## src/logic/acms_pkg.sv

```systemverilog
// package for the audio clock mode select block: map, fields, timing and decode helpers
// ----------------------------------------------------------------
// Summary of operation
// ----------------------------------------------------------------
// Summary of operation
// - The clock mode follows the PLL power bit and master select bit: 11 PLL master, 10 PLL slave, 00 external slave, 01 external master.
// - In both external modes the PLL reference field is ignored and the master clock input ratio comes from rate select bits 1 and 0.
// - With the master clock output enable at 0 the master clock output pin is low in every mode, and at 1 in a PLL mode
//   it carries the divider's frequency once the PLL has locked, and toggles every cycle before.
// - PLL modes with a master clock input reference expect the frequency named by the reference field, and PLL slave with a frame or bit clock reference expects that input grounded.
// - With master select at 1 the device drives bit clock and frame clock (frame clock at 1fs), and at 0 the other party drives both, bit clock at 32fs or more.
// - After the power-down pin has been low the device is in slave mode and turns master only when software writes master select to 1.
// - Until master select is 1 the bit clock and frame clock pins stay undriven.
// - With master select 1, PLL power 0 and output enable 1 the master clock output pin carries invalid clocks.
// - With PLL power 1 the PLL makes the clocks from the reference and rate fields, and with the analog third input select at 1 the PLL is unavailable.
// - After PLL power-up or a rate change the clocks count as invalid until the lock time of the selected reference has passed.
// - The reference field decodes 0 as frame clock, 2 and 3 as bit clock at 32fs and 64fs, 4 to 7, 12 and 13 as master clock input rates, others unused.
// - With a master clock input reference the rate field selects the sampling rate, 0 giving 8kHz, codes 8, 9, 12 and 13 unused.
// - With a frame or bit clock reference only rate bits 3, 1 and 0 select the range and bit 2 is ignored.
package acms_pkg;
  localparam int CLK_HZ = 200_000_000;
  localparam int LOCK_FRM_MS = 160;
  localparam int LOCK_BCK_MS = 4;
  localparam int LOCK_MASTER_CLOCK_INPUT_MS = 40;
  localparam int LOCK_FRM_CYC = LOCK_FRM_MS * (CLK_HZ / 1000);
  localparam int LOCK_BCK_CYC = LOCK_BCK_MS * (CLK_HZ / 1000);
  localparam int LOCK_MASTER_CLOCK_INPUT_CYC = LOCK_MASTER_CLOCK_INPUT_MS * (CLK_HZ / 1000);
  localparam int TICKS_PER_FS = 512;
  // ----------------------------------------------------------------
  // register map
  // ----------------------------------------------------------------
  localparam logic [7:0] ADDR_CTRL = 8'h00;
  localparam logic [7:0] ADDR_CLKSEL = 8'h04;
  localparam logic [7:0] ADDR_STATUS = 8'h08;
  localparam int CTRL_PLL_ON = 0;
  localparam int CTRL_MASTER = 1;
  localparam int CTRL_MASTER_CLOCK_OUTPUT_EN = 2;
  localparam int CTRL_ANALOG_THIRD_INPUT_SELECT = 3;
  localparam int CTRL_BCK64 = 4;
  localparam int CTRL_PS_LSB = 5;
  localparam logic [6:0] CTRL_RST = 7'h00;
  localparam int SEL_REF_LSB = 0;
  localparam int SEL_RATE_LSB = 4;
  localparam logic [7:0] CLKSEL_RST = 8'h00;
  localparam int ST_MODE_LSB = 0;
  localparam int ST_VALID = 2;
  localparam int ST_REF_LSB = 3;
  localparam int ST_MASTER_CLOCK_INPUT_GND = 5;
  localparam int ST_RATE_BAD = 6;
  localparam int ST_PLL_RUN = 7;
  localparam int ST_BCK_IN = 8;
  localparam int ST_FRM_IN = 9;
  typedef enum logic [1:0] {EXT_SLAVE = 2'b00, EXT_MASTER = 2'b01, PLL_SLAVE = 2'b10, PLL_MASTER = 2'b11} acms_mode_t;
  typedef enum logic [1:0] {REF_FRM = 2'b00, REF_BCK = 2'b01, REF_MASTER_CLOCK_INPUT = 2'b10, REF_NONE = 2'b11} acms_ref_t;
  // reference field decode
  function automatic acms_ref_t acms_ref_src(input logic [3:0] code);
    case (code)
      4'h0: acms_ref_src = REF_FRM;
      4'h2, 4'h3: acms_ref_src = REF_BCK;
      4'h4, 4'h5, 4'h6, 4'h7, 4'hc, 4'hd: acms_ref_src = REF_MASTER_CLOCK_INPUT;
      default: acms_ref_src = REF_NONE;
    endcase
  endfunction
  // sampling rate in Hz, zero for unused codes
  function automatic int acms_rate_hz(input logic [3:0] code, input logic master_clock_input_ref);
    logic [2:0] rng;
    rng = {code[3], code[1:0]};
    if (master_clock_input_ref)
    begin
      case (code)
        4'h0: acms_rate_hz = 8000;
        4'h1: acms_rate_hz = 12000;
        4'h2: acms_rate_hz = 16000;
        4'h3: acms_rate_hz = 24000;
        4'h4: acms_rate_hz = 7350;
        4'h5: acms_rate_hz = 11025;
        4'h6: acms_rate_hz = 14700;
        4'h7: acms_rate_hz = 22050;
        4'ha: acms_rate_hz = 32000;
        4'hb: acms_rate_hz = 48000;
        4'he: acms_rate_hz = 29400;
        4'hf: acms_rate_hz = 44100;
        default: acms_rate_hz = 0;
      endcase
    end
    else
    begin
      case (rng)
        3'h0: acms_rate_hz = 8000;
        3'h1: acms_rate_hz = 12000;
        3'h2: acms_rate_hz = 16000;
        3'h3: acms_rate_hz = 24000;
        3'h6: acms_rate_hz = 32000;
        3'h7: acms_rate_hz = 48000;
        default: acms_rate_hz = 0;
      endcase
    end
  endfunction
  // master clock input edges per 512fs tick in external modes
  function automatic logic [2:0] acms_ext_edges(input logic [1:0] code);
    case (code)
      2'h1: acms_ext_edges = 3'h4;
      2'h3: acms_ext_edges = 3'h2;
      default: acms_ext_edges = 3'h1;
    endcase
  endfunction
endpackage

```

## src/logic/acms_clkgen.sv

```systemverilog
// phase generator: one count per 512fs tick, from the core divider or from master clock input edges
`timescale 1ns/100ps
module acms_clkgen
  import acms_pkg::*;
(
  // clock and reset
  input wire logic clk,
  input wire logic rst,
  // control
  input wire logic use_ext,
  input wire logic [7:0] div,
  input wire logic [2:0] edges,
  input wire logic master_clock_input,
  // phase out
  output logic [8:0] phase
);
  logic master_clock_input_q, master_clock_input_d;
  logic [7:0] div_q, div_d;
  logic [1:0] edg_q, edg_d;
  logic [8:0] ph_q, ph_d;
  logic tick;

  always_comb
  begin
    master_clock_input_d = master_clock_input;
    div_d = div_q;
    edg_d = edg_q;
    tick = 1'b0;
    if (use_ext)
    begin
      div_d = 8'h00;
      if (master_clock_input != master_clock_input_q)
      begin
        if ({1'b0, edg_q} >= edges - 3'h1)
        begin
          edg_d = 2'h0;
          tick = 1'b1;
        end
        else
          edg_d = edg_q + 2'h1;
      end
    end
    else if (div != 8'h00)
    begin
      edg_d = 2'h0;
      if (div_q >= div - 8'h01)
      begin
        div_d = 8'h00;
        tick = 1'b1;
      end
      else
        div_d = div_q + 8'h01;
    end
    ph_d = tick ? ph_q + 9'h001 : ph_q;
  end

  always_ff @(posedge clk or posedge rst)
  begin
    if (rst)
    begin
      master_clock_input_q <= 1'b0;
      div_q <= 8'h00;
      edg_q <= 2'h0;
      ph_q <= 9'h000;
    end
    else
    begin
      master_clock_input_q <= master_clock_input_d;
      div_q <= div_d;
      edg_q <= edg_d;
      ph_q <= ph_d;
    end
  end

  assign phase = ph_q;
endmodule

```

## src/logic/acms_lock.sv

```systemverilog
// lock timer: clocks count as valid only after the limit has run out since the last restart
`timescale 1ns/100ps
module acms_lock
  import acms_pkg::*;
(
  // clock and reset
  input wire logic clk,
  input wire logic rst,
  // control
  input wire logic run,
  input wire logic restart,
  input wire logic [31:0] limit,
  // status
  output logic valid
);
  logic [31:0] cnt_q, cnt_d;
  logic done_q, done_d;

  always_comb
  begin
    cnt_d = cnt_q;
    done_d = done_q;
    if (!run || restart)
    begin
      cnt_d = 32'h0000_0000;
      done_d = 1'b0;
    end
    else if (!done_q)
    begin
      cnt_d = cnt_q + 32'h0000_0001;
      if (cnt_q >= limit - 32'h0000_0001)
        done_d = 1'b1;
    end
  end

  always_ff @(posedge clk or posedge rst)
  begin
    if (rst)
    begin
      cnt_q <= 32'h0000_0000;
      done_q <= 1'b0;
    end
    else
    begin
      cnt_q <= cnt_d;
      done_q <= done_d;
    end
  end

  assign valid = done_q;
endmodule

```

## src/logic/acms_top.sv

```systemverilog
// audio clock mode select: wishbone registers, mode decode, serial clock pins and lock tracking
`timescale 1ns/100ps
module acms_top
  import acms_pkg::*;
#(
  parameter int LOCK_FRM = LOCK_FRM_CYC,
  parameter int LOCK_BCK = LOCK_BCK_CYC,
  parameter int LOCK_MASTER_CLOCK_INPUT = LOCK_MASTER_CLOCK_INPUT_CYC
)
(
  // clock and reset
  input wire logic CORE_CLK,
  input wire logic RESET,
  // wishbone slave
  input wire logic WB_CYC_I,
  input wire logic WB_STB_I,
  input wire logic WB_WE_I,
  input wire logic [7:0] WB_ADR_I,
  input wire logic [3:0] WB_SEL_I,
  input wire logic [31:0] WB_DAT_I,
  output logic [31:0] WB_DAT_O,
  output logic WB_ACK_O,
  // power down, low active
  input wire logic POWER_DOWN_PIN_N,
  // master clock pins
  input wire logic MASTER_CLOCK_INPUT,
  output logic MASTER_CLOCK_OUTPUT,
  // bit clock pin
  input wire logic BIT_CLOCK_PIN_I,
  output logic BIT_CLOCK_PIN_O,
  output logic BIT_CLOCK_PIN_OE,
  // frame clock pin
  input wire logic FRAME_CLOCK_PIN_I,
  output logic FRAME_CLOCK_PIN_O,
  output logic FRAME_CLOCK_PIN_OE,
  // status
  output logic [1:0] CLOCK_MODE,
  output logic CLOCKS_VALID,
  output logic PLL_RUNNING
);
  // ----------------------------------------------------------------
  // registers
  // ----------------------------------------------------------------
  logic [6:0] ctrl_q, ctrl_d;
  logic [7:0] sel_q, sel_d;
  logic [7:0] sel_prev_q, sel_prev_d;
  logic run_prev_q, run_prev_d;
  logic ack_q, ack_d;
  logic [31:0] rdat_q, rdat_d;
  logic inv_q, inv_d;
  logic [1:0] mode_q, mode_d;
  logic valid_q, valid_d;
  logic run_q, run_d;
  logic master_clock_output_q, master_clock_output_d;
  logic bck_q, bck_d;
  logic bck_oe_q, bck_oe_d;
  logic frm_q, frm_d;
  logic frm_oe_q, frm_oe_d;
  logic access;
  logic pll_run;
  logic restart;
  logic lock_valid;
  logic [8:0] phase;
  logic [3:0] ref_code;
  logic [3:0] rate_code;
  acms_ref_t ref_src;
  acms_mode_t mode_now;
  int rate_hz;
  logic [7:0] tick_div;
  logic [31:0] lock_limit;
  logic [31:0] status;
  logic clocks_ok;

  assign access = WB_CYC_I && WB_STB_I && !ack_q;
  assign ref_code = sel_q[SEL_REF_LSB +: 4];
  assign rate_code = sel_q[SEL_RATE_LSB +: 4];
  // analog_third_input_select takes the pll away even with power requested
  assign pll_run = ctrl_q[CTRL_PLL_ON] && !ctrl_q[CTRL_ANALOG_THIRD_INPUT_SELECT];
  assign ref_src = acms_ref_src(ref_code);
  assign restart = pll_run && (!run_prev_q || sel_q != sel_prev_q);

  // ----------------------------------------------------------------
  // mode decode and rate selection
  // ----------------------------------------------------------------
  always_comb
  begin
    mode_now = acms_mode_t'({ctrl_q[CTRL_PLL_ON], ctrl_q[CTRL_MASTER]});
    rate_hz = acms_rate_hz(rate_code, ref_src == REF_MASTER_CLOCK_INPUT);
    if (rate_hz == 0)
      tick_div = 8'h00;
    else
      tick_div = 8'(CLK_HZ / (rate_hz * TICKS_PER_FS));
    case (ref_src)
      REF_BCK: lock_limit = 32'(LOCK_BCK);
      REF_MASTER_CLOCK_INPUT: lock_limit = 32'(LOCK_MASTER_CLOCK_INPUT);
      default: lock_limit = 32'(LOCK_FRM);
    endcase
  end

  // ----------------------------------------------------------------
  // clock generation and lock timing
  // ----------------------------------------------------------------
  acms_clkgen u_clkgen
  (
    .clk(CORE_CLK),
    .rst(RESET),
    .use_ext(!pll_run),
    .div(tick_div),
    .edges(acms_ext_edges(rate_code[1:0])),
    .master_clock_input(MASTER_CLOCK_INPUT),
    .phase(phase)
  );

  acms_lock u_lock
  (
    .clk(CORE_CLK),
    .rst(RESET),
    .run(pll_run),
    .restart(restart),
    .limit(lock_limit),
    .valid(lock_valid)
  );

  assign clocks_ok = pll_run ? lock_valid : 1'b1;

  // ----------------------------------------------------------------
  // wishbone register file
  // ----------------------------------------------------------------
  always_comb
  begin
    status = 32'h0000_0000;
    status[ST_MODE_LSB +: 2] = mode_q;
    status[ST_VALID] = valid_q;
    status[ST_REF_LSB +: 2] = ref_src;
    // frame or bit clock reference in pll slave leaves the master clock input grounded
    status[ST_MASTER_CLOCK_INPUT_GND] = pll_run && !ctrl_q[CTRL_MASTER] && (ref_src == REF_FRM || ref_src == REF_BCK);
    status[ST_RATE_BAD] = pll_run && (tick_div == 8'h00 || ref_src == REF_NONE);
    status[ST_PLL_RUN] = run_q;
    status[ST_BCK_IN] = BIT_CLOCK_PIN_I;
    status[ST_FRM_IN] = FRAME_CLOCK_PIN_I;
    ctrl_d = ctrl_q;
    sel_d = sel_q;
    rdat_d = 32'h0000_0000;
    ack_d = access;
    // a write lands at the edge where the master samples ack high
    if (WB_CYC_I && WB_STB_I && ack_q && WB_WE_I && WB_SEL_I[0])
    begin
      if (WB_ADR_I == ADDR_CTRL)
        ctrl_d = WB_DAT_I[6:0];
      else if (WB_ADR_I == ADDR_CLKSEL)
        sel_d = WB_DAT_I[7:0];
    end
    if (access && !WB_WE_I)
    begin
      case (WB_ADR_I)
        ADDR_CTRL: rdat_d = {25'h0000000, ctrl_q};
        ADDR_CLKSEL: rdat_d = {24'h000000, sel_q};
        ADDR_STATUS: rdat_d = status;
        default: rdat_d = 32'h0000_0000;
      endcase
    end
    // power down clears every mode bit, so the device leaves it as a slave
    if (!POWER_DOWN_PIN_N)
    begin
      ctrl_d = CTRL_RST;
      sel_d = CLKSEL_RST;
    end
    sel_prev_d = sel_q;
    run_prev_d = pll_run;
  end

  always_ff @(posedge CORE_CLK or posedge RESET)
  begin
    if (RESET)
    begin
      ctrl_q <= CTRL_RST;
      sel_q <= CLKSEL_RST;
      sel_prev_q <= CLKSEL_RST;
      run_prev_q <= 1'b0;
      ack_q <= 1'b0;
      rdat_q <= 32'h0000_0000;
    end
    else
    begin
      ctrl_q <= ctrl_d;
      sel_q <= sel_d;
      sel_prev_q <= sel_prev_d;
      run_prev_q <= run_prev_d;
      ack_q <= ack_d;
      rdat_q <= rdat_d;
    end
  end

  // ----------------------------------------------------------------
  // pin drive
  // ----------------------------------------------------------------
  always_comb
  begin
    inv_d = !inv_q;
    mode_d = mode_now;
    valid_d = clocks_ok;
    run_d = pll_run;
    bck_oe_d = ctrl_q[CTRL_MASTER];
    frm_oe_d = ctrl_q[CTRL_MASTER];
    // master pins held low until the pll has locked
    bck_d = clocks_ok && phase[3'h3 - {2'h0, ctrl_q[CTRL_BCK64]}];
    frm_d = clocks_ok && phase[8];
    case (mode_now)
      PLL_MASTER, PLL_SLAVE:
      begin
        if (pll_run && lock_valid)
          master_clock_output_d = phase[ctrl_q[CTRL_PS_LSB +: 2]];
        else
          master_clock_output_d = inv_q;
      end
      EXT_MASTER: master_clock_output_d = inv_q;
      EXT_SLAVE: master_clock_output_d = 1'b0;
      default: master_clock_output_d = 1'b0;
    endcase
    if (!ctrl_q[CTRL_MASTER_CLOCK_OUTPUT_EN])
      master_clock_output_d = 1'b0;
  end

  always_ff @(posedge CORE_CLK or posedge RESET)
  begin
    if (RESET)
    begin
      inv_q <= 1'b0;
      mode_q <= EXT_SLAVE;
      valid_q <= 1'b0;
      run_q <= 1'b0;
      master_clock_output_q <= 1'b0;
      bck_q <= 1'b0;
      bck_oe_q <= 1'b0;
      frm_q <= 1'b0;
      frm_oe_q <= 1'b0;
    end
    else
    begin
      inv_q <= inv_d;
      mode_q <= mode_d;
      valid_q <= valid_d;
      run_q <= run_d;
      master_clock_output_q <= master_clock_output_d;
      bck_q <= bck_d;
      bck_oe_q <= bck_oe_d;
      frm_q <= frm_d;
      frm_oe_q <= frm_oe_d;
    end
  end

  assign WB_DAT_O = rdat_q;
  assign WB_ACK_O = ack_q;
  assign MASTER_CLOCK_OUTPUT = master_clock_output_q;
  assign BIT_CLOCK_PIN_O = bck_q;
  assign BIT_CLOCK_PIN_OE = bck_oe_q;
  assign FRAME_CLOCK_PIN_O = frm_q;
  assign FRAME_CLOCK_PIN_OE = frm_oe_q;
  assign CLOCK_MODE = mode_q;
  assign CLOCKS_VALID = valid_q;
  assign PLL_RUNNING = run_q;
endmodule

```

## config.mk

```make
export PLATFORM = sky130hd
export DESIGN_NAME = acms_top
export DESIGN_NICKNAME = d
export VERILOG_FILES = /design/src/logic/acms_pkg.sv /design/src/logic/acms_clkgen.sv /design/src/logic/acms_lock.sv /design/src/logic/acms_top.sv
export SDC_FILE = /design/constraint.sdc
export NUM_CORES = 1
export LEC_CHECK = 0
export BUFFER_PORTS_ARGS = -buffer_cell sky130_fd_sc_hd__clkbuf_2
export CORE_ASPECT_RATIO = 1.25
export CORE_MARGIN = 3
export CORE_UTILIZATION = 65
export DETAILED_ROUTE_END_ITERATION = 12
export PLACE_DENSITY = 0.84
export SLEW_MARGIN = 30
export SYNTH_ARGS = -nofsm -noshare
export SYNTH_HDL_FRONTEND = slang
export SYNTH_SLANG_ARGS = --single-unit
```

## constraint.sdc

```tcl
create_clock -name CORE_CLK -period 54.5 [get_ports CORE_CLK]
set_clock_uncertainty 0.1 [all_clocks]
set_input_delay 10.9 -clock CORE_CLK [delete_from_list [all_inputs] [get_ports CORE_CLK]]
set_output_delay 10.9 -clock CORE_CLK [all_outputs]
set_load 0.02 [all_outputs]
```

* Word level (Yosys, flattened, before mapping) *
Memory sizes are Yosys's and may differ from the RTL's.
Cells that the tools add are included.

word-level totals
  memories = 2
  memory bits (read-only) = 288
  bits in registers = 118

memory list
  memory            depth  bits a word  read ports  clocked after memory_dff  wr ports  RTL line        source
  (name not given)  16     16           1           0                         0         acms_pkg.sv:70  case (code)
  (name not given)  16     2            1           0                         0         acms_pkg.sv:57  case (code)

operators by class
  equality and inequality tests = 23
  reductions and logical operators = 37
  divide/modulo/power cells = 1
  add/sub/neg operators = 8
  mux-type cells = 39
  order comparisons = 5

operator list
  operator                                                               number
  32-bit two-way mux                                                     3
  16-bit one-hot mux with 6 select lines                                 1
  8-bit two-way mux                                                      8
  25-bit one-hot mux with 2 select lines                                 1
  32-bit by 1-bit adder with 32-bit output (second input constant)       1
  29-bit by 32-bit divider with 32-bit output (first input constant)     1
  32-bit >= comparator                                                   1
  32-bit logical NOT                                                     1
  10-bit one-hot mux with 3 select lines                                 1
  25-bit by 1-bit subtractor with 26-bit output (second input constant)  1
  7-bit two-way mux                                                      3
  8-bit logical NOT                                                      2
  1-bit logical AND                                                      14
  1-bit two-way mux                                                      13
  2-bit == test (second input constant)                                  5
  10-bit two-way mux                                                     1
  9-bit by 1-bit adder with 9-bit output (second input constant)         1
  8-bit by 1-bit adder with 8-bit output (second input constant)         1
  8-bit by 3-bit == test with 1-bit output (second input constant)       1
  8-bit by 4-bit == test with 1-bit output (second input constant)       1
  8-bit >= comparator                                                    1
  2-bit two-way mux                                                      4
  2-bit by 1-bit != test with 1-bit output (second input constant)       4
  8-bit != test                                                          1
  other kinds (26)                                                       42

* Depth between registers and ports, before layout *
  word-level depth = 10
  mapped depth = 261

* Modules after synthesis *
A second synthesis with hierarchy kept.

second synthesis, totals
  cells, all modules = 2,636
  area, all modules = 20,338.3 um^2

modules (own cells, without submodules)
  module       instances  cells an instance  area an instance (um^2)
  acms_top     1          2,164              15,997.8
  acms_lock    1          329                2,967.8
  acms_clkgen  1          143                1,372.6

* Least setup slack after synthesis *
OpenSTA, ideal clock, no wires.

  kind = register to register
  start = register sel_q[5], in the netlist sel_prev_d[5]
  end = register u_clkgen.ph_q[8], in the netlist u_clkgen.phase[8]
  library setup time = 132 ps
  clock period less this slack = 48,647 ps
  stages on the path, launching flop included = 237
  arrival time = 48,416 ps
  setup slack = 5,853 ps
  path through = dfrtp_1 buf_2 clkbuf_1 inv_1 ha_1 nor2_1 nand3_1 ha_1 nor3_1 nor2_1 nand3_1 nor2_1 ha_1 or4b_1 o32ai_2 nor2_1 o211ai_1 o21ai_0 (+201 left out) o31ai_1 ha_1 buf_1 xnor2_1 ha_1 nor2b_1 o21ai_0 nand2b_1 a21oi_1 nor2b_1 o21ai_0 nand2b_1 a21oi_1 inv_1 a31oi_1 nand2b_1 nor3_1 xor2_1

between the ends
  longest elaborated chain between the ends = 10
  elaborated cells between the ends (all ways) = 25

ends and longest elaborated chain
  item                                                                                                 RTL line           source
  from (decl)                                                                                          acms_top.sv:45     logic [7:0] sel_q, sel_d;
  from (signal assigned)                                                                               acms_top.sv:186    sel_q <= sel_d;
  parallel branches: the longest is 9 deep, another holds 29-bit by 32-bit divider with 32-bit output  n/a
  1-bit two-way mux (*)                                                                                acms_clkgen.sv:29  if (use_ext)
  to (signal assigned)                                                                                 acms_clkgen.sv:71  ph_q <= ph_d;
  to (decl)                                                                                            acms_clkgen.sv:20  logic [8:0] ph_q, ph_d;

Every way passes the cells marked *.
A chain may end at the register's enable or synchronous reset.

* Final worst setup path *
  start = register sel_q[2], in the netlist sel_prev_d[2]
  end = register u_clkgen.ph_q[3], in the netlist u_clkgen.phase[3]

between the ends
  longest elaborated chain between the ends = 10
  elaborated cells between the ends (all ways) = 12

ends and longest elaborated chain
  item                                                                                      RTL line                        source
  memory 16 x 2 bit (*)                                                                     n/a
  2-bit == test (*)                                                                         acms_top.sv:88                  rate_hz = acms_rate_hz(rate_code, ref_src == REF_MASTER_CLOCK_INPUT);
  32-bit two-way mux (*)                                                                    acms_pkg.sv:68                  if (master_clock_input_ref)
  29-bit by 32-bit divider with 32-bit output / 32-bit logical NOT (equally long branches)  acms_top.sv:92, acms_top.sv:89
  8-bit two-way mux (*)                                                                     acms_top.sv:89                  if (rate_hz == 0)
  8-bit by 1-bit subtractor with 8-bit output                                               acms_clkgen.sv:46               if (div_q >= div - 8'h01)
  8-bit >= comparator                                                                       acms_clkgen.sv:46
  1-bit two-way mux                                                                         acms_clkgen.sv:46
  1-bit two-way mux (*)                                                                     acms_clkgen.sv:43               else if (div != 8'h00)
  1-bit two-way mux (*)                                                                     acms_clkgen.sv:29

Mark *: on every way between the ends. The rest lies on a longest branch, timed or not.

==> results.md <==
- Clock Latency Late Sink: 350 ps
- First-pass GRT wire length: between 90 and 100 mm
- Clock buffer depth: 2
- Htree depth: 3
- Largest net degree at the start of global routing: 74
- Sequential cell area fraction in the yosys report: 0.123
- Multiplexer share of the synthesized area: 0.0640
- Final instance area: around 21000 um^2
- Gr usage total: 0.342
- Yosys top cell area share: 0.170
- Vias in the first global route: between 15000 and 20000
- FF-to-FF setup slack: between 3000 and 4000 ps
- Site Rows: 70
- GP Congestion: ~0.94
- Dpl hpwl: around 44 mm
- Wire per inst: around 19 um
- Most frequent CP cell: a21oi_1
- Worst EP arrival: approximately 50000 ps
- Commonest cells after routing, fill and taps aside: 261 x ha_1, 258 x nor2_1, 231 x nand2_1
- # fillers: ~2400
- DP Area: 20200 um^2
- Synth Area in Simple Gates: 0.238
- Max IR drop VDD: 0.0222 mV
- Worst setup SP type: flop
- Actual transition at the worst max-transition pin: about 790 ps
- Total design power: around 220 uW
- Most used DFF post-synth: dfrtp_1
- Initial DRC count: about 1700
- Vias per inst: around 6.7
- Pwr/cell area: ~11 nW/um^2
- Num CTS Buffers: 9
- Routed WL: roughly 57 mm
- Slowest CP cell: dfrtp_1
- Synth Cell Area: slightly below 20000 um^2
- Area Growth Syn to Fin: 7.20%
- Root Driver: clkbuf_16
- Register area: about 2400 um^2
- Final Hold Vio Count: 0
- Post-synth ARST share: 1.00
- Die height: approximately 200 um
- Via count: 20300
- Yosys cell types: approximately 110
- Maximum net fanout on the critical path: 22
- CP Class: reg -> reg
- Fmax achieved: approximately 20 MHz
- # IOs: between 90 and 100
- Commonest non-fill, non-tap cell in the layout: ha_1
- Hold Buf Count CTS: 0
- Final core occ: 0.708
- Max_slew headroom: 0.469
- Ys Warns: 0
- Largest family of logic cells by synthesized area: compound AO/OA/AOI/OAI gates
- Mapped Cells: approximately 2600
- Synthesized area per cell: 7.52 um^2
- Period utilization: 0.938
- Total grt overflow: 0
- Count of input and output buffers: 45
- Clock Pin Slew Worst Setup and Hold Paths: around 70 ps
- Synth Area in Adders: 0.173
- DR pass1 iterations: 6
- MaxCap Viol Count: 0
- DRC viols: 0
- Pre-CTS setup slack: around 1000 ps
- Status: complete, no violations
- Fin cells: 3045
- Post-synth EDFFs: 0
- Clock tree sinks: 95
- Core Box Area: 29300 um^2
- Setup WS post-layout: about 3400 ps
- Max Slew Vio Count: 0
- Antenna violations before repair: 0
- Slowest Stage Delay on Critical Path: around 650 ps
- FF+latch count, synth: 95
- Static leakage: slightly above 9 nW
- Area leader, netlist: ha_1
- Crit. End Element: flop
- Post-route ant nets: 0
- TritonCTS clock tree: yes
- Final Critical Period: a little over 50000 ps
- Layout Nets: about 3000
- Ant diodes: 0
- DIE AREA: between 30000 and 40000 um^2
- Placed cell count: about 3000
- Top post-synthesis cells by area: ha_1 17%, dfrtp_1 12%, a21oi_1 5.4%
- WHS: ~340 ps
- Layout cell share with drive strength beyond 1: 0.120
- Setup TNS: 0 ps
- Xor/xnor share of the synthesized area: 0.0823
- Initial Utilization: 0.660
- Compound-gate portion of the synthesized area: 0.276
- Final setup violation count: 0
- Path type of the worst min-delay path: reg -> reg
- Multi-input gate area: 16400 um^2
- Horiz. Die Dim: 160 um
- Worst endpoint required time: 54630 ps
==> worst paths after layout <==
check,startpoint,to,cells past startpoint
min,inv_q$_DFF_PP0_,inv_q$_DFF_PP0_,1
min in group asynchronous,RESET,u_lock.cnt_q[0]$_DFFE_PP0P_,2
max,sel_prev_d[2]$_DFFE_PP0P_,u_clkgen.phase[3]$_DFFE_PP0P_,225
min reg2reg,inv_q$_DFF_PP0_,inv_q$_DFF_PP0_,1
max in group asynchronous,RESET,sel_prev_d[1]$_DFFE_PP0P_,3
max reg2reg,sel_prev_d[2]$_DFFE_PP0P_,u_clkgen.phase[3]$_DFFE_PP0P_,225
==> per-layer routing <==
metal	part of all wire	global-route usage	vias up	wire, um
li1	-	-	9654	-
met1	0.40	0.412	9553	22900
met2	0.48	0.610	862	27500
met3	0.068	0.0344	200	3860
met4	0.047	0.165	0	2670
met5	0	0	-	0
==> registers in the layout, summed over array words and instances (netlist names), 7 cells and up <==
signal          flops
u_lock.cnt_q       32
sel_prev_q          8
sel_prev_d          8
ctrl_q              7
u_clkgen.div_q      8
WB_DAT_O           10
u_clkgen.phase      9
==> critical path: cells and delay by family, from the launching register on <==
family	cells	cell delay, ps
AOI/OAI and AO/OA	119	26160
and+or+nand+nor	61	11900
adders and majority gates	22	6560
buffers and inverters	15	2960
muxes	6	2210
DFF	1	650
xor gates and xnor gates	2	310
==> cells in the mapped netlist, drive strengths merged, types with 9 or more instances <==
library cell	instances
ha	263
nor2	262
nand2	236
a21oi	211
o21ai	161
xnor2	110
dfrtp	95
inv	80
mux2	78
nor3	76
nand3	74
xor2	72
buf	58
a21o	57
nor2b	55
nand2b	51
o21a	47
clkbuf	45
a31oi	38
and3	33
o31ai	33
mux2i	31
nand4	30
or3	29
a211oi	22
a21boi	22
and2	22
o211ai	22
o21bai	18
or2	18
o22ai	16
a211o	13
o31a	11
a22oi	10
or4	10
a2111oi	9
a31o	9
a41oi	9
nand3b	9
nor4	9
==> where the power goes <==
group / switching, mW / leakage, nW / internal [mW]
logic: 0.0444 / 7.73 / 0.0371
clock network: 0.0282 / 0.137 / 0.0328
registers: 0.00348 / 1.29 / 0.0737
==> timing repair <==
action,in CTS,in global routing
setup endpoints to repair,0,20
buffers inserted,0,9
gates resized for setup,0,45
==> final cells by class <==
class / instances / area share
sequential: 95 / 0.115
clock buffer: 10 / 0.0115
inverter: 80 / 0.0147
timing repair buffer: 123 / 0.0404
multi-input combinational: 2335 / 0.792
tap: 396 / 0.0239
clock inverter: 6 / 0.00241
==> cells by family (layout without fill, tap and decap cells) <==
logic type | count (synthesis) | in the layout
buf+inv | 183 | 219
mux | 110 | 110
fa+ha+maj | 266 | 266
compound gates | 793 | 793
flops | 95 | 95
simple gates | 945 | 945
xor+xnor | 182 | 182
other cells | 2 | 39
Note: power is estimated with default switching activity, not from simulation.
